**config.mk**
```make
export PLATFORM = sky130hd
export DESIGN_NAME = msch_scheduler
export DESIGN_NICKNAME = d
export VERILOG_FILES = /design/src/rtl/msch_pkg.sv /design/src/rtl/msch_scheduler.sv /design/src/rtl/msch_tick.sv
export VERILOG_INCLUDE_DIRS = /design/src /design/src/rtl
export SDC_FILE = /design/constraint.sdc
export NUM_CORES = 1
export LEC_CHECK = 0
export BUFFER_PORTS_ARGS = -buffer_cell sky130_fd_sc_hd__buf_2
export CORE_MARGIN = 5
export CORE_UTILIZATION = 35
export CTS_CLUSTER_SIZE = 24
export DETAILED_ROUTE_END_ITERATION = 8
export SYNTH_ARGS = -nofsm -noshare
export SYNTH_HDL_FRONTEND = slang
export SYNTH_HIERARCHICAL = 1
export SYNTH_SLANG_ARGS = --single-unit
```
**constraint.sdc**
```tcl
create_clock -name clock -period 3.2 [get_ports clock]
set_clock_uncertainty 0.1 [all_clocks]
set_input_delay 0.32 -clock clock [delete_from_list [all_inputs] [get_ports clock]]
set_output_delay 0.32 -clock clock [all_outputs]
set_load 0.03 [all_outputs]
```
**src/rtl/msch_map.svh**
```systemverilog
`ifndef MSCH_MAP_SVH
`define MSCH_MAP_SVH
`define MSCH_ADDR_MEASUREMENT_CONFIG 8'h07
`define MSCH_ADDR_STANDBY_CONFIG 8'h08
`define MSCH_ADDR_AVG_CFG 8'h09
`define MSCH_RST_MEASUREMENT_CONFIG 8'h08
`define MSCH_RST_STANDBY_CONFIG 8'h00
`define MSCH_RST_AVG_CFG 8'h00
`define MSCH_CONV_LSB 3
`define MSCH_CONV_MSB 4
`define MSCH_RATIO_LSB 0
`define MSCH_RATIO_MSB 2
`define MSCH_STBY_LSB 0
`define MSCH_STBY_MSB 3
`define MSCH_PAVG_LSB 3
`define MSCH_PAVG_MSB 5
`define MSCH_TAVG_LSB 0
`define MSCH_TAVG_MSB 2
`define MSCH_CLK_KHZ 250000
`define MSCH_CONV_BASE_MS 1
`define MSCH_TICK_CYCLES (`MSCH_CLK_KHZ)
`endif

```
**src/rtl/msch_pkg.sv**
```systemverilog
package msch_pkg;
  typedef enum logic [3:0] {
    MSCH_IDLE = 4'h1,
    MSCH_CONV = 4'h2,
    MSCH_STBY = 4'h4,
    MSCH_DONE = 4'h8
  } msch_state_t;

  typedef struct packed {
    logic [1:0] conv_time;
    logic [2:0] ratio;
    logic [3:0] standby;
    logic [2:0] pavg;
    logic [2:0] tavg;
    logic temp_sel;
    logic pres_sel;
  } msch_cfg_t;

  typedef struct packed {
    logic pres_done;
    logic temp_done;
    logic [7:0] avg_count;
    logic busy;
  } msch_evt_t;
endpackage : msch_pkg

```
**src/rtl/msch_scheduler.sv**
```systemverilog
`timescale 1ns/100ps
`include "msch_map.svh"
module msch_scheduler #(
  parameter int TICK_CYCLES = `MSCH_TICK_CYCLES,
  parameter int TEMP_CONV_MS = 1
) (
  input wire logic clock,
  input wire logic srst,
  input wire logic [7:0] reg_addr,
  input wire logic reg_wr,
  input wire logic [7:0] reg_wdata,
  output logic [7:0] reg_rdata,
  input wire logic start_wr,
  input wire logic start_wdata,
  output logic start_bit,
  output logic meas_busy,
  output logic pres_done,
  output logic temp_done,
  output logic [7:0] avg_samples
);
  // ****************************
  // state
  // ****************************
  typedef struct packed {
    logic [7:0] measurement_config;
    logic [7:0] standby_config;
    logic [7:0] avg_cfg;
    logic start;
    msch_pkg::msch_state_t fsm;
    logic is_temp;
    logic first_pres;
    logic temp_seen;
    logic [8:0] pres_cnt;
    logic [19:0] ms_left;
    logic [7:0] samp_left;
    logic pres_done;
    logic temp_done;
    logic [7:0] avg_samples;
    logic [7:0] rdata;
  } msch_st_t;

  msch_st_t st_ff;
  msch_st_t nxt_st;
  msch_pkg::msch_cfg_t cfg;
  logic ms_tick;

  // ****************************
  // lookup functions
  // ****************************
  function automatic logic [8:0] ratio_count(input logic [2:0] code);
    ratio_count = (code == 3'h0) ? 9'h001 : 9'(9'h002 << code);
  endfunction : ratio_count

  function automatic logic [7:0] avg_count(input logic [2:0] code);
    avg_count = 8'(8'h01 << code);
  endfunction : avg_count

  function automatic logic [19:0] conv_ms(input logic [1:0] code, input logic first);
    logic [19:0] base;
    base = 20'(20'h00001 << code);
    conv_ms = first ? 20'(base << 2) : base;
  endfunction : conv_ms

  function automatic logic [19:0] stby_ms(input logic [3:0] code);
    unique case (code)
      4'h2: stby_ms = 20'h0000A;
      4'h3: stby_ms = 20'h00014;
      4'h4: stby_ms = 20'h0001E;
      4'h5: stby_ms = 20'h00032;
      4'h6: stby_ms = 20'h00064;
      4'h7: stby_ms = 20'h000FA;
      4'h8: stby_ms = 20'h001F4;
      4'h9: stby_ms = 20'h002EE;
      4'hA: stby_ms = 20'h003E8;
      4'hB: stby_ms = 20'h007D0;
      4'hC: stby_ms = 20'h01388;
      4'hD: stby_ms = 20'h02710;
      4'hE: stby_ms = 20'h0EA60;
      4'hF: stby_ms = 20'h927C0;
      default: stby_ms = 20'h00000;
    endcase
  endfunction : stby_ms

  always_comb begin
    cfg.conv_time = st_ff.measurement_config[`MSCH_CONV_MSB:`MSCH_CONV_LSB];
    cfg.ratio = st_ff.measurement_config[`MSCH_RATIO_MSB:`MSCH_RATIO_LSB];
    cfg.standby = st_ff.standby_config[`MSCH_STBY_MSB:`MSCH_STBY_LSB];
    cfg.pavg = st_ff.avg_cfg[`MSCH_PAVG_MSB:`MSCH_PAVG_LSB];
    cfg.tavg = st_ff.avg_cfg[`MSCH_TAVG_MSB:`MSCH_TAVG_LSB];
    cfg.temp_sel = start_sel_t();
    cfg.pres_sel = start_sel_p();
  end

  // selections live in the mode register outside this block; tied on here
  function automatic logic start_sel_t();
    start_sel_t = 1'b1;
  endfunction : start_sel_t

  function automatic logic start_sel_p();
    start_sel_p = 1'b1;
  endfunction : start_sel_p

  msch_tick #(
    .TICK_CYCLES(TICK_CYCLES)
  ) u_tick (
    .clock(clock),
    .srst(srst),
    .run(st_ff.fsm != msch_pkg::MSCH_IDLE),
    .ms_tick(ms_tick)
  );

  // ****************************
  // next state
  // ****************************
  always_comb begin
    logic next_temp;
    next_temp = 1'b0;
    nxt_st = st_ff;
    nxt_st.pres_done = 1'b0;
    nxt_st.temp_done = 1'b0;
    if (reg_wr) begin
      unique case (reg_addr)
        `MSCH_ADDR_MEASUREMENT_CONFIG: nxt_st.measurement_config = reg_wdata;
        `MSCH_ADDR_STANDBY_CONFIG: nxt_st.standby_config = reg_wdata;
        `MSCH_ADDR_AVG_CFG: nxt_st.avg_cfg = reg_wdata;
        default: ;
      endcase
    end
    if (start_wr) begin
      nxt_st.start = start_wdata;
    end
    unique case (reg_addr)
      `MSCH_ADDR_MEASUREMENT_CONFIG: nxt_st.rdata = st_ff.measurement_config;
      `MSCH_ADDR_STANDBY_CONFIG: nxt_st.rdata = st_ff.standby_config;
      `MSCH_ADDR_AVG_CFG: nxt_st.rdata = st_ff.avg_cfg;
      default: nxt_st.rdata = 8'h00;
    endcase
    // temperature due first, then after each ratio count of pressures
    if (cfg.temp_sel && !cfg.pres_sel) begin
      next_temp = 1'b1;
    end else if (!cfg.temp_sel && cfg.pres_sel) begin
      next_temp = !st_ff.temp_seen;
    end else begin
      next_temp = !st_ff.temp_seen || (st_ff.pres_cnt >= ratio_count(cfg.ratio));
    end
    unique case (st_ff.fsm)
      msch_pkg::MSCH_IDLE: begin
        nxt_st.temp_seen = 1'b0;
        nxt_st.first_pres = 1'b1;
        nxt_st.pres_cnt = 9'h000;
        if (st_ff.start && (cfg.temp_sel || cfg.pres_sel)) begin
          nxt_st.fsm = msch_pkg::MSCH_CONV;
          nxt_st.is_temp = 1'b1;
          nxt_st.samp_left = avg_count(cfg.tavg);
          nxt_st.ms_left = 20'(TEMP_CONV_MS);
        end
      end
      msch_pkg::MSCH_CONV: begin
        if (ms_tick) begin
          if (st_ff.ms_left > 20'h00001) begin
            nxt_st.ms_left = st_ff.ms_left - 20'h00001;
          end else if (st_ff.samp_left > 8'h01) begin
            // averaging: repeat conversions until all samples taken
            nxt_st.samp_left = st_ff.samp_left - 8'h01;
            nxt_st.ms_left = st_ff.is_temp ? 20'(TEMP_CONV_MS) : conv_ms(cfg.conv_time, 1'b0);
          end else begin
            nxt_st.avg_samples = st_ff.is_temp ? avg_count(cfg.tavg) : avg_count(cfg.pavg);
            if (st_ff.is_temp) begin
              nxt_st.temp_done = 1'b1;
              nxt_st.temp_seen = 1'b1;
              nxt_st.pres_cnt = 9'h000;
            end else begin
              nxt_st.pres_done = 1'b1;
              nxt_st.first_pres = 1'b0;
              nxt_st.pres_cnt = st_ff.pres_cnt + 9'h001;
            end
            if (cfg.standby == 4'h1) begin
              nxt_st.fsm = msch_pkg::MSCH_DONE;
            end else if (cfg.standby == 4'h0) begin
              nxt_st.fsm = msch_pkg::MSCH_STBY;
              nxt_st.ms_left = 20'h00000;
            end else begin
              nxt_st.fsm = msch_pkg::MSCH_STBY;
              nxt_st.ms_left = stby_ms(cfg.standby);
            end
          end
        end
      end
      msch_pkg::MSCH_STBY: begin
        if (st_ff.ms_left == 20'h00000 || (ms_tick && st_ff.ms_left == 20'h00001)) begin
          nxt_st.fsm = msch_pkg::MSCH_CONV;
          nxt_st.is_temp = next_temp;
          nxt_st.samp_left = next_temp ? avg_count(cfg.tavg) : avg_count(cfg.pavg);
          nxt_st.ms_left = next_temp ? 20'(TEMP_CONV_MS) : conv_ms(cfg.conv_time, st_ff.first_pres);
        end else if (ms_tick) begin
          nxt_st.ms_left = st_ff.ms_left - 20'h00001;
        end
      end
      msch_pkg::MSCH_DONE: begin
        // a host write of start in this same cycle wins over the automatic clear
        if (!start_wr) begin
          nxt_st.start = 1'b0;
        end
        nxt_st.fsm = msch_pkg::MSCH_IDLE;
      end
      default: nxt_st.fsm = msch_pkg::MSCH_IDLE;
    endcase
    if (!nxt_st.start) begin
      nxt_st.fsm = msch_pkg::MSCH_IDLE;
    end
  end

  always_ff @(posedge clock) begin
    if (srst) begin
      st_ff <= '0;
      st_ff.measurement_config <= `MSCH_RST_MEASUREMENT_CONFIG;
      st_ff.standby_config <= `MSCH_RST_STANDBY_CONFIG;
      st_ff.avg_cfg <= `MSCH_RST_AVG_CFG;
      st_ff.fsm <= msch_pkg::MSCH_IDLE;
    end else begin
      st_ff <= nxt_st;
    end
  end

  assign reg_rdata = st_ff.rdata;
  assign start_bit = st_ff.start;
  assign meas_busy = (st_ff.fsm != msch_pkg::MSCH_IDLE);
  assign pres_done = st_ff.pres_done;
  assign temp_done = st_ff.temp_done;
  assign avg_samples = st_ff.avg_samples;
endmodule : msch_scheduler

```
**src/rtl/msch_tick.sv**
```systemverilog
`timescale 1ns/100ps
`include "msch_map.svh"
// ****************************
// millisecond enable divider
// ****************************
module msch_tick #(
  parameter int TICK_CYCLES = `MSCH_TICK_CYCLES
) (
  input wire logic clock,
  input wire logic srst,
  input wire logic run,
  output logic ms_tick
);
  typedef struct packed {
    logic [17:0] cnt;
    logic tick;
  } msch_tick_st_t;

  msch_tick_st_t st_ff;
  msch_tick_st_t nxt_st;

  always_comb begin
    nxt_st = st_ff;
    nxt_st.tick = 1'b0;
    if (!run) begin
      nxt_st.cnt = 18'h00000;
    end else if (st_ff.cnt == 18'(TICK_CYCLES - 1)) begin
      nxt_st.cnt = 18'h00000;
      nxt_st.tick = 1'b1;
    end else begin
      nxt_st.cnt = st_ff.cnt + 18'h00001;
    end
  end

  always_ff @(posedge clock) begin
    if (srst) begin
      st_ff <= '0;
    end else begin
      st_ff <= nxt_st;
    end
  end

  assign ms_tick = st_ff.tick;
endmodule : msch_tick

```
# [Yosys cells after proc, flatten, opt, wreduce, memory -nomap -nowiden]
# Memories as Yosys holds them, arrays and structs flattened. A register that Yosys moved wholly into a read port is not among the register bits.
# Index checks and enable logic that the tools add are counted.
[op_classes] add_sub_neg=4 magnitude_cmp=3 n_eq_ne=21 n_shift=4 mux=42 bitwise=6 reduce_logical=25
[op_table] cell="20-bit two-way mux" n=9
[op_table] cell="28-bit one-hot mux with 3 select lines" n=1
[op_table] cell="49-bit two-way mux" n=1
[op_table] cell="8-bit two-way mux" n=4
[op_table] cell="28-bit two-way mux" n=1
[op_table] cell="4-bit two-way mux" n=6
[op_table] cell="8-bit one-hot mux with 3 select lines" n=1
[op_table] cell="11-bit two-way mux" n=2
[op_table] cell="11-bit one-hot mux with 2 select lines" n=1
[op_table] cell="20-bit by 1-bit == test with 1-bit output, second input constant" n=1
[op_table] cell="20-bit by 1-bit greater-than comparator with 1-bit output, second input constant" n=1
[op_table] cell="20-bit zero test" n=1
[op_table] cell="5-bit AND reduction" n=4
[op_table] cell="1-bit by 2-bit left shift with 20-bit output, first input constant" n=1
[op_table] cell="20-bit by 1-bit subtractor with 20-bit output, second input constant" n=1
[op_table] cell="18-bit by 1-bit adder with 18-bit output, second input constant" n=1
[op_table] cell="18-bit == test, second input constant" n=1
[op_table] cell="18-bit two-way mux" n=1
[op_table] cell="9-bit two-way mux" n=2
[op_table] cell="8-bit by 4-bit == test with 1-bit output, second input constant" n=2
[op_table] cell="1-bit by 3-bit left shift with 8-bit output, first input constant" n=2
[op_table] cell="2-bit != test, second input constant" n=7
[op_table] cell="4-bit one-hot mux with 3 select lines" n=1
[op_table] cell="10-bit two-way mux" n=1
[op_table] cell="other kinds (32)" n=52
[word_totals] reg_bits=106 rom_bits=272 input_bits=21 out_inout_bits=20 mem_count=1
[mem_list] memory="(name not given)" depth=16 word_bits=17 read_ports=1 rd_ports_with_merged_regs=1 wr=0 line="msch_scheduler.sv:65" rtl="unique case (code)"

# [Logic depth before layout (Yosys ltp)]
[logic_depth] ltp_word=7 ltp_mapped=10 mapped_depth_nobuf=9

# [Hierarchy]
# The synthesis kept the hierarchy.
[modules_own_cells] mod="msch_scheduler" n_inst=1 cells_each=720 area_each_um2=5891.9 seq_area_each_um2=2021.9
[modules_own_cells] mod="msch_tick" n_inst=1 cells_each=94 area_each_um2=859.6 seq_area_each_um2=380.4

# [Least setup slack after synthesis]
# No wires, ideal clock.
[synth_timing] path_kind="register -> register" startpoint="register st_ff (netlist bit cfg[13])" endpoint="register st_ff[19] in the netlist's numbering" setup_time_ps=86 arrival_ps=2540 required_ps=3014 path_slack_ps=474 path_stages_with_launch=10 n_path_buf=1 period_less_slack_ps=2726 path_cell_list="dfxtp_1 > clkbuf_1 > or3b_2 > ha_1 > o21ai_0 > a21oi_1 > a211oi_2 > mux2i_1 > nor3_1 > a211oi_1"
[synth_between] elab_chain_len=7 word_cells_on_any_way=8 classes_between="order compare (1); shift (1); mux (4); reduce/logical (2)"
[synth_rtl] element="from (decl)" line="msch_scheduler.sv:42" rtl="msch_st_t st_ff;"
[synth_rtl] element="from (signal assigned)" line="msch_scheduler.sv:221" rtl="st_ff <= nxt_st;"
[synth_rtl] element="2-bit by 3-bit left shift with 9-bit output / 3-bit zero test (equally long branches)" line="msch_scheduler.sv:51" rtl="ratio_count = (code == 3'h0) ? 9'h001 : 9'(9'h002 << code);"
[synth_rtl] element="9-bit two-way mux *" line="msch_scheduler.sv:51"
[synth_rtl] element="9-bit >= comparator *" line="msch_scheduler.sv:144" rtl="next_temp = !st_ff.temp_seen || (st_ff.pres_cnt >= ratio_count(cfg.ratio));"
[synth_rtl] element="1-bit logical OR *" line="msch_scheduler.sv:144"
[synth_rtl] element="8-bit two-way mux *" line="msch_scheduler.sv:193" rtl="nxt_st.samp_left = next_temp ? avg_count(cfg.tavg) : avg_count(cfg.pavg);"
[synth_rtl] element="8-bit two-way mux *" line="msch_scheduler.sv:190" rtl="if (st_ff.ms_left == 20'h00000 || (ms_tick && st_ff.ms_left == 20'h00001)) begin"
[synth_rtl] element="28-bit one-hot mux with 3 select lines *" line="msch_scheduler.sv:146" rtl="unique case (st_ff.fsm)"
# Mark *: on every way between the ends. The rest lies on a longest branch, timed or not. The select of a mux whose other input is x is not followed.
# A chain may end at the register's enable or synchronous reset.

# [Final worst setup path]
[layout_timing] startpoint="register st_ff (netlist bit cfg[12])" endpoint="register st_ff[28] in the netlist's numbering"
[layout_between] elab_chain_len=7 word_cells_on_any_way=8 classes_between="order compare (1); shift (1); mux (4); reduce/logical (2)"
[layout_rtl] element="2-bit by 3-bit left shift with 9-bit output / 3-bit zero test (equally long branches)" line="msch_scheduler.sv:51"
[layout_rtl] element="9-bit two-way mux *" line="msch_scheduler.sv:51"
[layout_rtl] element="9-bit >= comparator *" line="msch_scheduler.sv:144"
[layout_rtl] element="1-bit logical OR *" line="msch_scheduler.sv:144"
[layout_rtl] element="20-bit two-way mux *" line="msch_scheduler.sv:194" rtl="nxt_st.ms_left = next_temp ? 20'(TEMP_CONV_MS) : conv_ms(cfg.conv_time, st_ff.first_pres);"
[layout_rtl] element="20-bit two-way mux *" line="msch_scheduler.sv:190"
[layout_rtl] element="28-bit one-hot mux with 3 select lines *" line="msch_scheduler.sv:146"
# Mark *: on every way between the ends. The rest lies on a longest branch, timed or not.

==> results.md <==
- The clock passes through at most 2 buffers.
- The gate count of the mapped netlist is 814.
- Row generation in the floorplan step produced 50 rows.
- The share of cells above drive strength 1 is 16.4%.
- A synthesized cell averages ~8.3 sq um.
- In this run the power density over the cells is 478 nW/um^2.
- Once the clock tree was built, the setup fixing pass inserted 0 buffers.
- The clock latency on the worst-skew pair is 0.42 ns.
- The share of total power dissipated in combinational logic is 6.5%.
- For this run, the number of Yosys warnings is 6.
- The height of the die is 149 microns.
- The cell type with the largest total area after synthesis is sky130_fd_sc_hd__dfxtp_1.
- After detailed routing, the number of remaining DRC violations is 0.
- The clock transition at the register clock pins on the worst setup and hold paths after CTS is 0.06 ns.
- For this run, the leading register cell type out of synthesis is sky130_fd_sc_hd__dfxtp_1.
- The maximum fanout encountered on the critical timing path is 10.
- The share of power burned in registers is 41.1%.
- The leftover overflow at the end of global routing is 0.
- For this configuration, the core starts out at a cell density of 35.9%.
- The number of levels the H-tree was split into is 4.
- Setup repair after global routing left no endpoint under its margin.
- The mapped netlist covers slightly below 7000 sq um.
- The number of distinct library cell variants in the gate-level netlist after synthesis is 81.
- The root cell of the clock tree is sky130_fd_sc_hd__clkbuf_16.
- TritonCTS built the clock tree.
- The arrival time at the worst endpoint is 3.08 ns.
- The part of the cycle the worst path needs is 90.0%.
- The share of total power dissipated in the clock network is 52.4%.
- The class of the tightest hold or removal check is in -> reg.
- The number of antenna violations at the first check in global routing came to 0.
- The via count of the first global-routing pass is 5719.
- The smallest clock period supported by the final layout is computed as 2.88 ns.
- Counting the fill cells in the layout gives between 1500 and 2000.
- The number of nets produced by synthesis is 857.
- For this block, the initial DRC count from the detailed router was 433.
- The proportion of total power due to net switching is 25.0%.
- The delay of the slowest cell on the worst path is 0.49 ns.
- The die outline width is 149 microns.
- Broken down by cell family, the worst path's largest delay share belongs to simple AND/OR/NAND/NOR gates.
- Summing internal, switching and leakage power gives roughly 3.7 mW.
- The post-route antenna net violation count is 0.
- The repair_antennas step left the layout with diodes totalling 0.
- The max-cap check violation count is 0.
- The total routing usage reported by global routing is 16.1%.
- The flow ran to the end, and the final reports show no timing, DRC or antenna violations.
- Entering global routing, the biggest net connects 35 pins.
- The worst setup path is launched from a register.
- Before antenna repair, the detailed router went through 6 iterations.
- The count of input and output buffers is 40.
- Setup violations remaining at the end of the flow were counted as 0.
- Summed over all cells, the static leakage comes to 2.85 nW.
- The number of buffers and inverters on the critical path is 1.
- The via density per instance is 5.44.
- The number of storage elements in the synthesis netlist is 120.
- Hold repair after CTS inserted 0 buffers.
- The number of hold violations in the final report is 0.
- The synthesized design contains 0 enable-type register cells.
- In this run the standard cell core region covers about 19000 sq um.
- Pin placement for this block handled 41 I/O pins.
- The worst setup path is captured at a register.
- The switching power is ~920 uW.
- The growth of design area from synthesis to finish is 14.7%.
- For the final routed database, the setup TNS stands at 0 ns.
- The cell-internal power is 2.77 mW.
- The critical path goes through or3b_2 > ha_1 > inv_1 > o21ai_0 > a21oi_1 > nor4b_1 > or3_1 > a221o_1.
- Data on the critical path is required at its endpoint by 3.40 ns.
- The async set or reset register ratio after synthesis is 0%.
- VDD sags by at most 0.320 mV.
- At the end of the flow, the number of nets in the layout was 880.
- For this block, the routed nets add up to roughly 18000 microns of wire.
- The pin slew with the least headroom to its limit is 0.894 ns.
- The critical path class is reg -> reg.
- Once the clock tree was built, the resizer swapped 0 gates to a different size.
- The sequential cell area fraction in the yosys report is 35.6%.
- Among all stages on the critical path, the largest delay is contributed by sky130_fd_sc_hd__dfxtp_1.
- Sorting the synthesized cells by area gives the leading types as sky130_fd_sc_hd__dfxtp_1 36%, sky130_fd_sc_hd__nor2_1 5.1%, sky130_fd_sc_hd__a21oi_1 4.9%, sky130_fd_sc_hd__ha_1 4.1%, sky130_fd_sc_hd__nand2_1 3.9%.
- The portion of synthesized cell area occupied by the leading cell type is 35.6%.
- The clock drives between 100 and 150 sinks.
- The average wire per cell in the routed design is 15.8 microns.
- In this run, CTS created clock tree buffers numbering 17.
- In this run the tightest slew margin relative to its limit is 40.2%.
- The worst hold slack across all endpoints is between 0.06 and 0.07 ns.
- The die covers 22200 sq um.
- The estimated wirelength of the detail-placed design is 12500 microns.
- At the end of routability-driven placement, the weighted congestion stood at 0.861.
- Derived from the worst setup path, the maximum achievable clock frequency is 347 MHz.
- The max-slew violation count came to 0.
- The final route contains 6033 vias.
- The first global-routing pass estimated 29500 microns of wire.
==> kinds of logic (layout without fill, tap and decap cells) <==
| kind of cell | after synthesis | count (layout) | synth area share, % |
|---|---|---|---|
| xor+xnor | 29 | 29 | 3.76 |
| buf+inv | 90 | 126 | 6.60 |
| compound gates | 187 | 187 | 19.1 |
| simple gates | 355 | 355 | 29.2 |
| flops | 120 | 120 | 35.6 |
| mux | 11 | 11 | 1.65 |
| fa+ha+maj | 22 | 22 | 4.08 |
==> worst paths after layout <==
check | start | to | slack (ns) | cells past startpoint
setup / recovery | cfg[12] | st_ff[28] | 0.32 | 8
hold / removal | reg_wdata[4] | st_ff[75] | 0.06 | 3
setup reg to reg | cfg[12] | st_ff[28] | 0.32 | 8
hold reg to reg | st_ff[69] | st_ff[69] | 0.36 | 2
==> Yosys cell counts (14+ instances only) <==
cell type and n:
sky130_fd_sc_hd__ha_1 22, sky130_fd_sc_hd__clkbuf_1 28, sky130_fd_sc_hd__nor2_1 91, sky130_fd_sc_hd__o21ai_0 26, sky130_fd_sc_hd__nand2_1 70, sky130_fd_sc_hd__nor4_1 17, sky130_fd_sc_hd__inv_1 25, sky130_fd_sc_hd__buf_4 20
sky130_fd_sc_hd__xnor2_1 17, sky130_fd_sc_hd__dfxtp_1 120, sky130_fd_sc_hd__nor3_1 22, sky130_fd_sc_hd__nand3_1 41, sky130_fd_sc_hd__buf_2 14, sky130_fd_sc_hd__a21oi_1 66, sky130_fd_sc_hd__a211oi_1 15
==> layout by cell type (no fill, tap or decap), drive strengths merged, types with 5 or more instances in the layout <==
cell | Yosys | layout
a311oi | 6 | 6
nand3 | 42 | 42
a22oi | 5 | 5
and3 | 10 | 10
a222oi | 8 | 8
a221o | 5 | 5
nor4b | 6 | 6
nor2 | 91 | 91
xor2 | 12 | 12
nand2b | 6 | 6
clkbuf | 28 | 18
dfxtp | 120 | 120
nor3b | 5 | 5
a211oi | 17 | 17
or4 | 8 | 8
or2 | 5 | 5
buf | 36 | 68
o21ai | 28 | 28
nand2 | 70 | 70
a21oi | 66 | 66
xnor2 | 17 | 17
ha | 22 | 22
or3b | 5 | 5
nand4 | 13 | 13
inv | 26 | 32
nor3 | 24 | 24
nor2b | 11 | 11
nor4 | 20 | 20
mux2i | 10 | 10
or3 | 8 | 8
and2 | 5 | 5
o211ai | 6 | 6
nand3b | 10 | 10
==> final cells by class <==
class | count | area [sq um] | share of cell area (%)
inverter | 26 | 97.6 | 1.26
tap | 260 | 325 | 4.20
multi-input combinational | 604 | 3900 | 50.4
sequential | 120 | 2400 | 31.0
timing repair buffer | 68 | 410 | 5.30
clock inverter | 14 | 163 | 2.10
clock buffer | 18 | 439 | 5.67
==> stage by stage <==
stage	util, %	instance area, sq um	setup WS [ns]	std cells
floorplan	-	6750	0.474	814
global placement	37.9	7140	0.376	1078
detailed placement	37.9	7140	0.330	1078
CTS	41.1	7740	0.316	1110
global route	41.1	7740	0.0841	1110
finish	41.1	7740	0.320	1110
==> power groups by stage <==
| stage | Sequential [mW] | Clock, mW | Combinational (mW) |
|---|---|---|---|
| 3_5_place_dp | 1.55 | 0 | 0.237 |
| 4_1_cts | 1.52 | 1.98 | 0.238 |
| 2_1_floorplan | 1.55 | 0 | 0.171 |
| 5_1_grt | 1.52 | 2.05 | 0.265 |
| 6_report | 1.52 | 1.94 | 0.239 |
| 3_3_place_gp | 1.55 | 0 | 0.239 |
==> layer usage <==
metal / track usage (%) / vias up / share of wire (%)
met5: 0 / - / 0
met4: 4.81 / 0 / 1.4
met3: 3.10 / 21 / 4.6
met2: 25.1 / 155 / 45
met1: 22.7 / 2819 / 49
li1: - / 3038 / -
==> worst min-delay path, stage by stage <==
cell                      delay (ns)
sky130_fd_sc_hd__buf_2          0.12
sky130_fd_sc_hd__nand2_1        0.05
sky130_fd_sc_hd__a21oi_1        0.05
No activity file was read; power rests on OpenSTA's default activity.
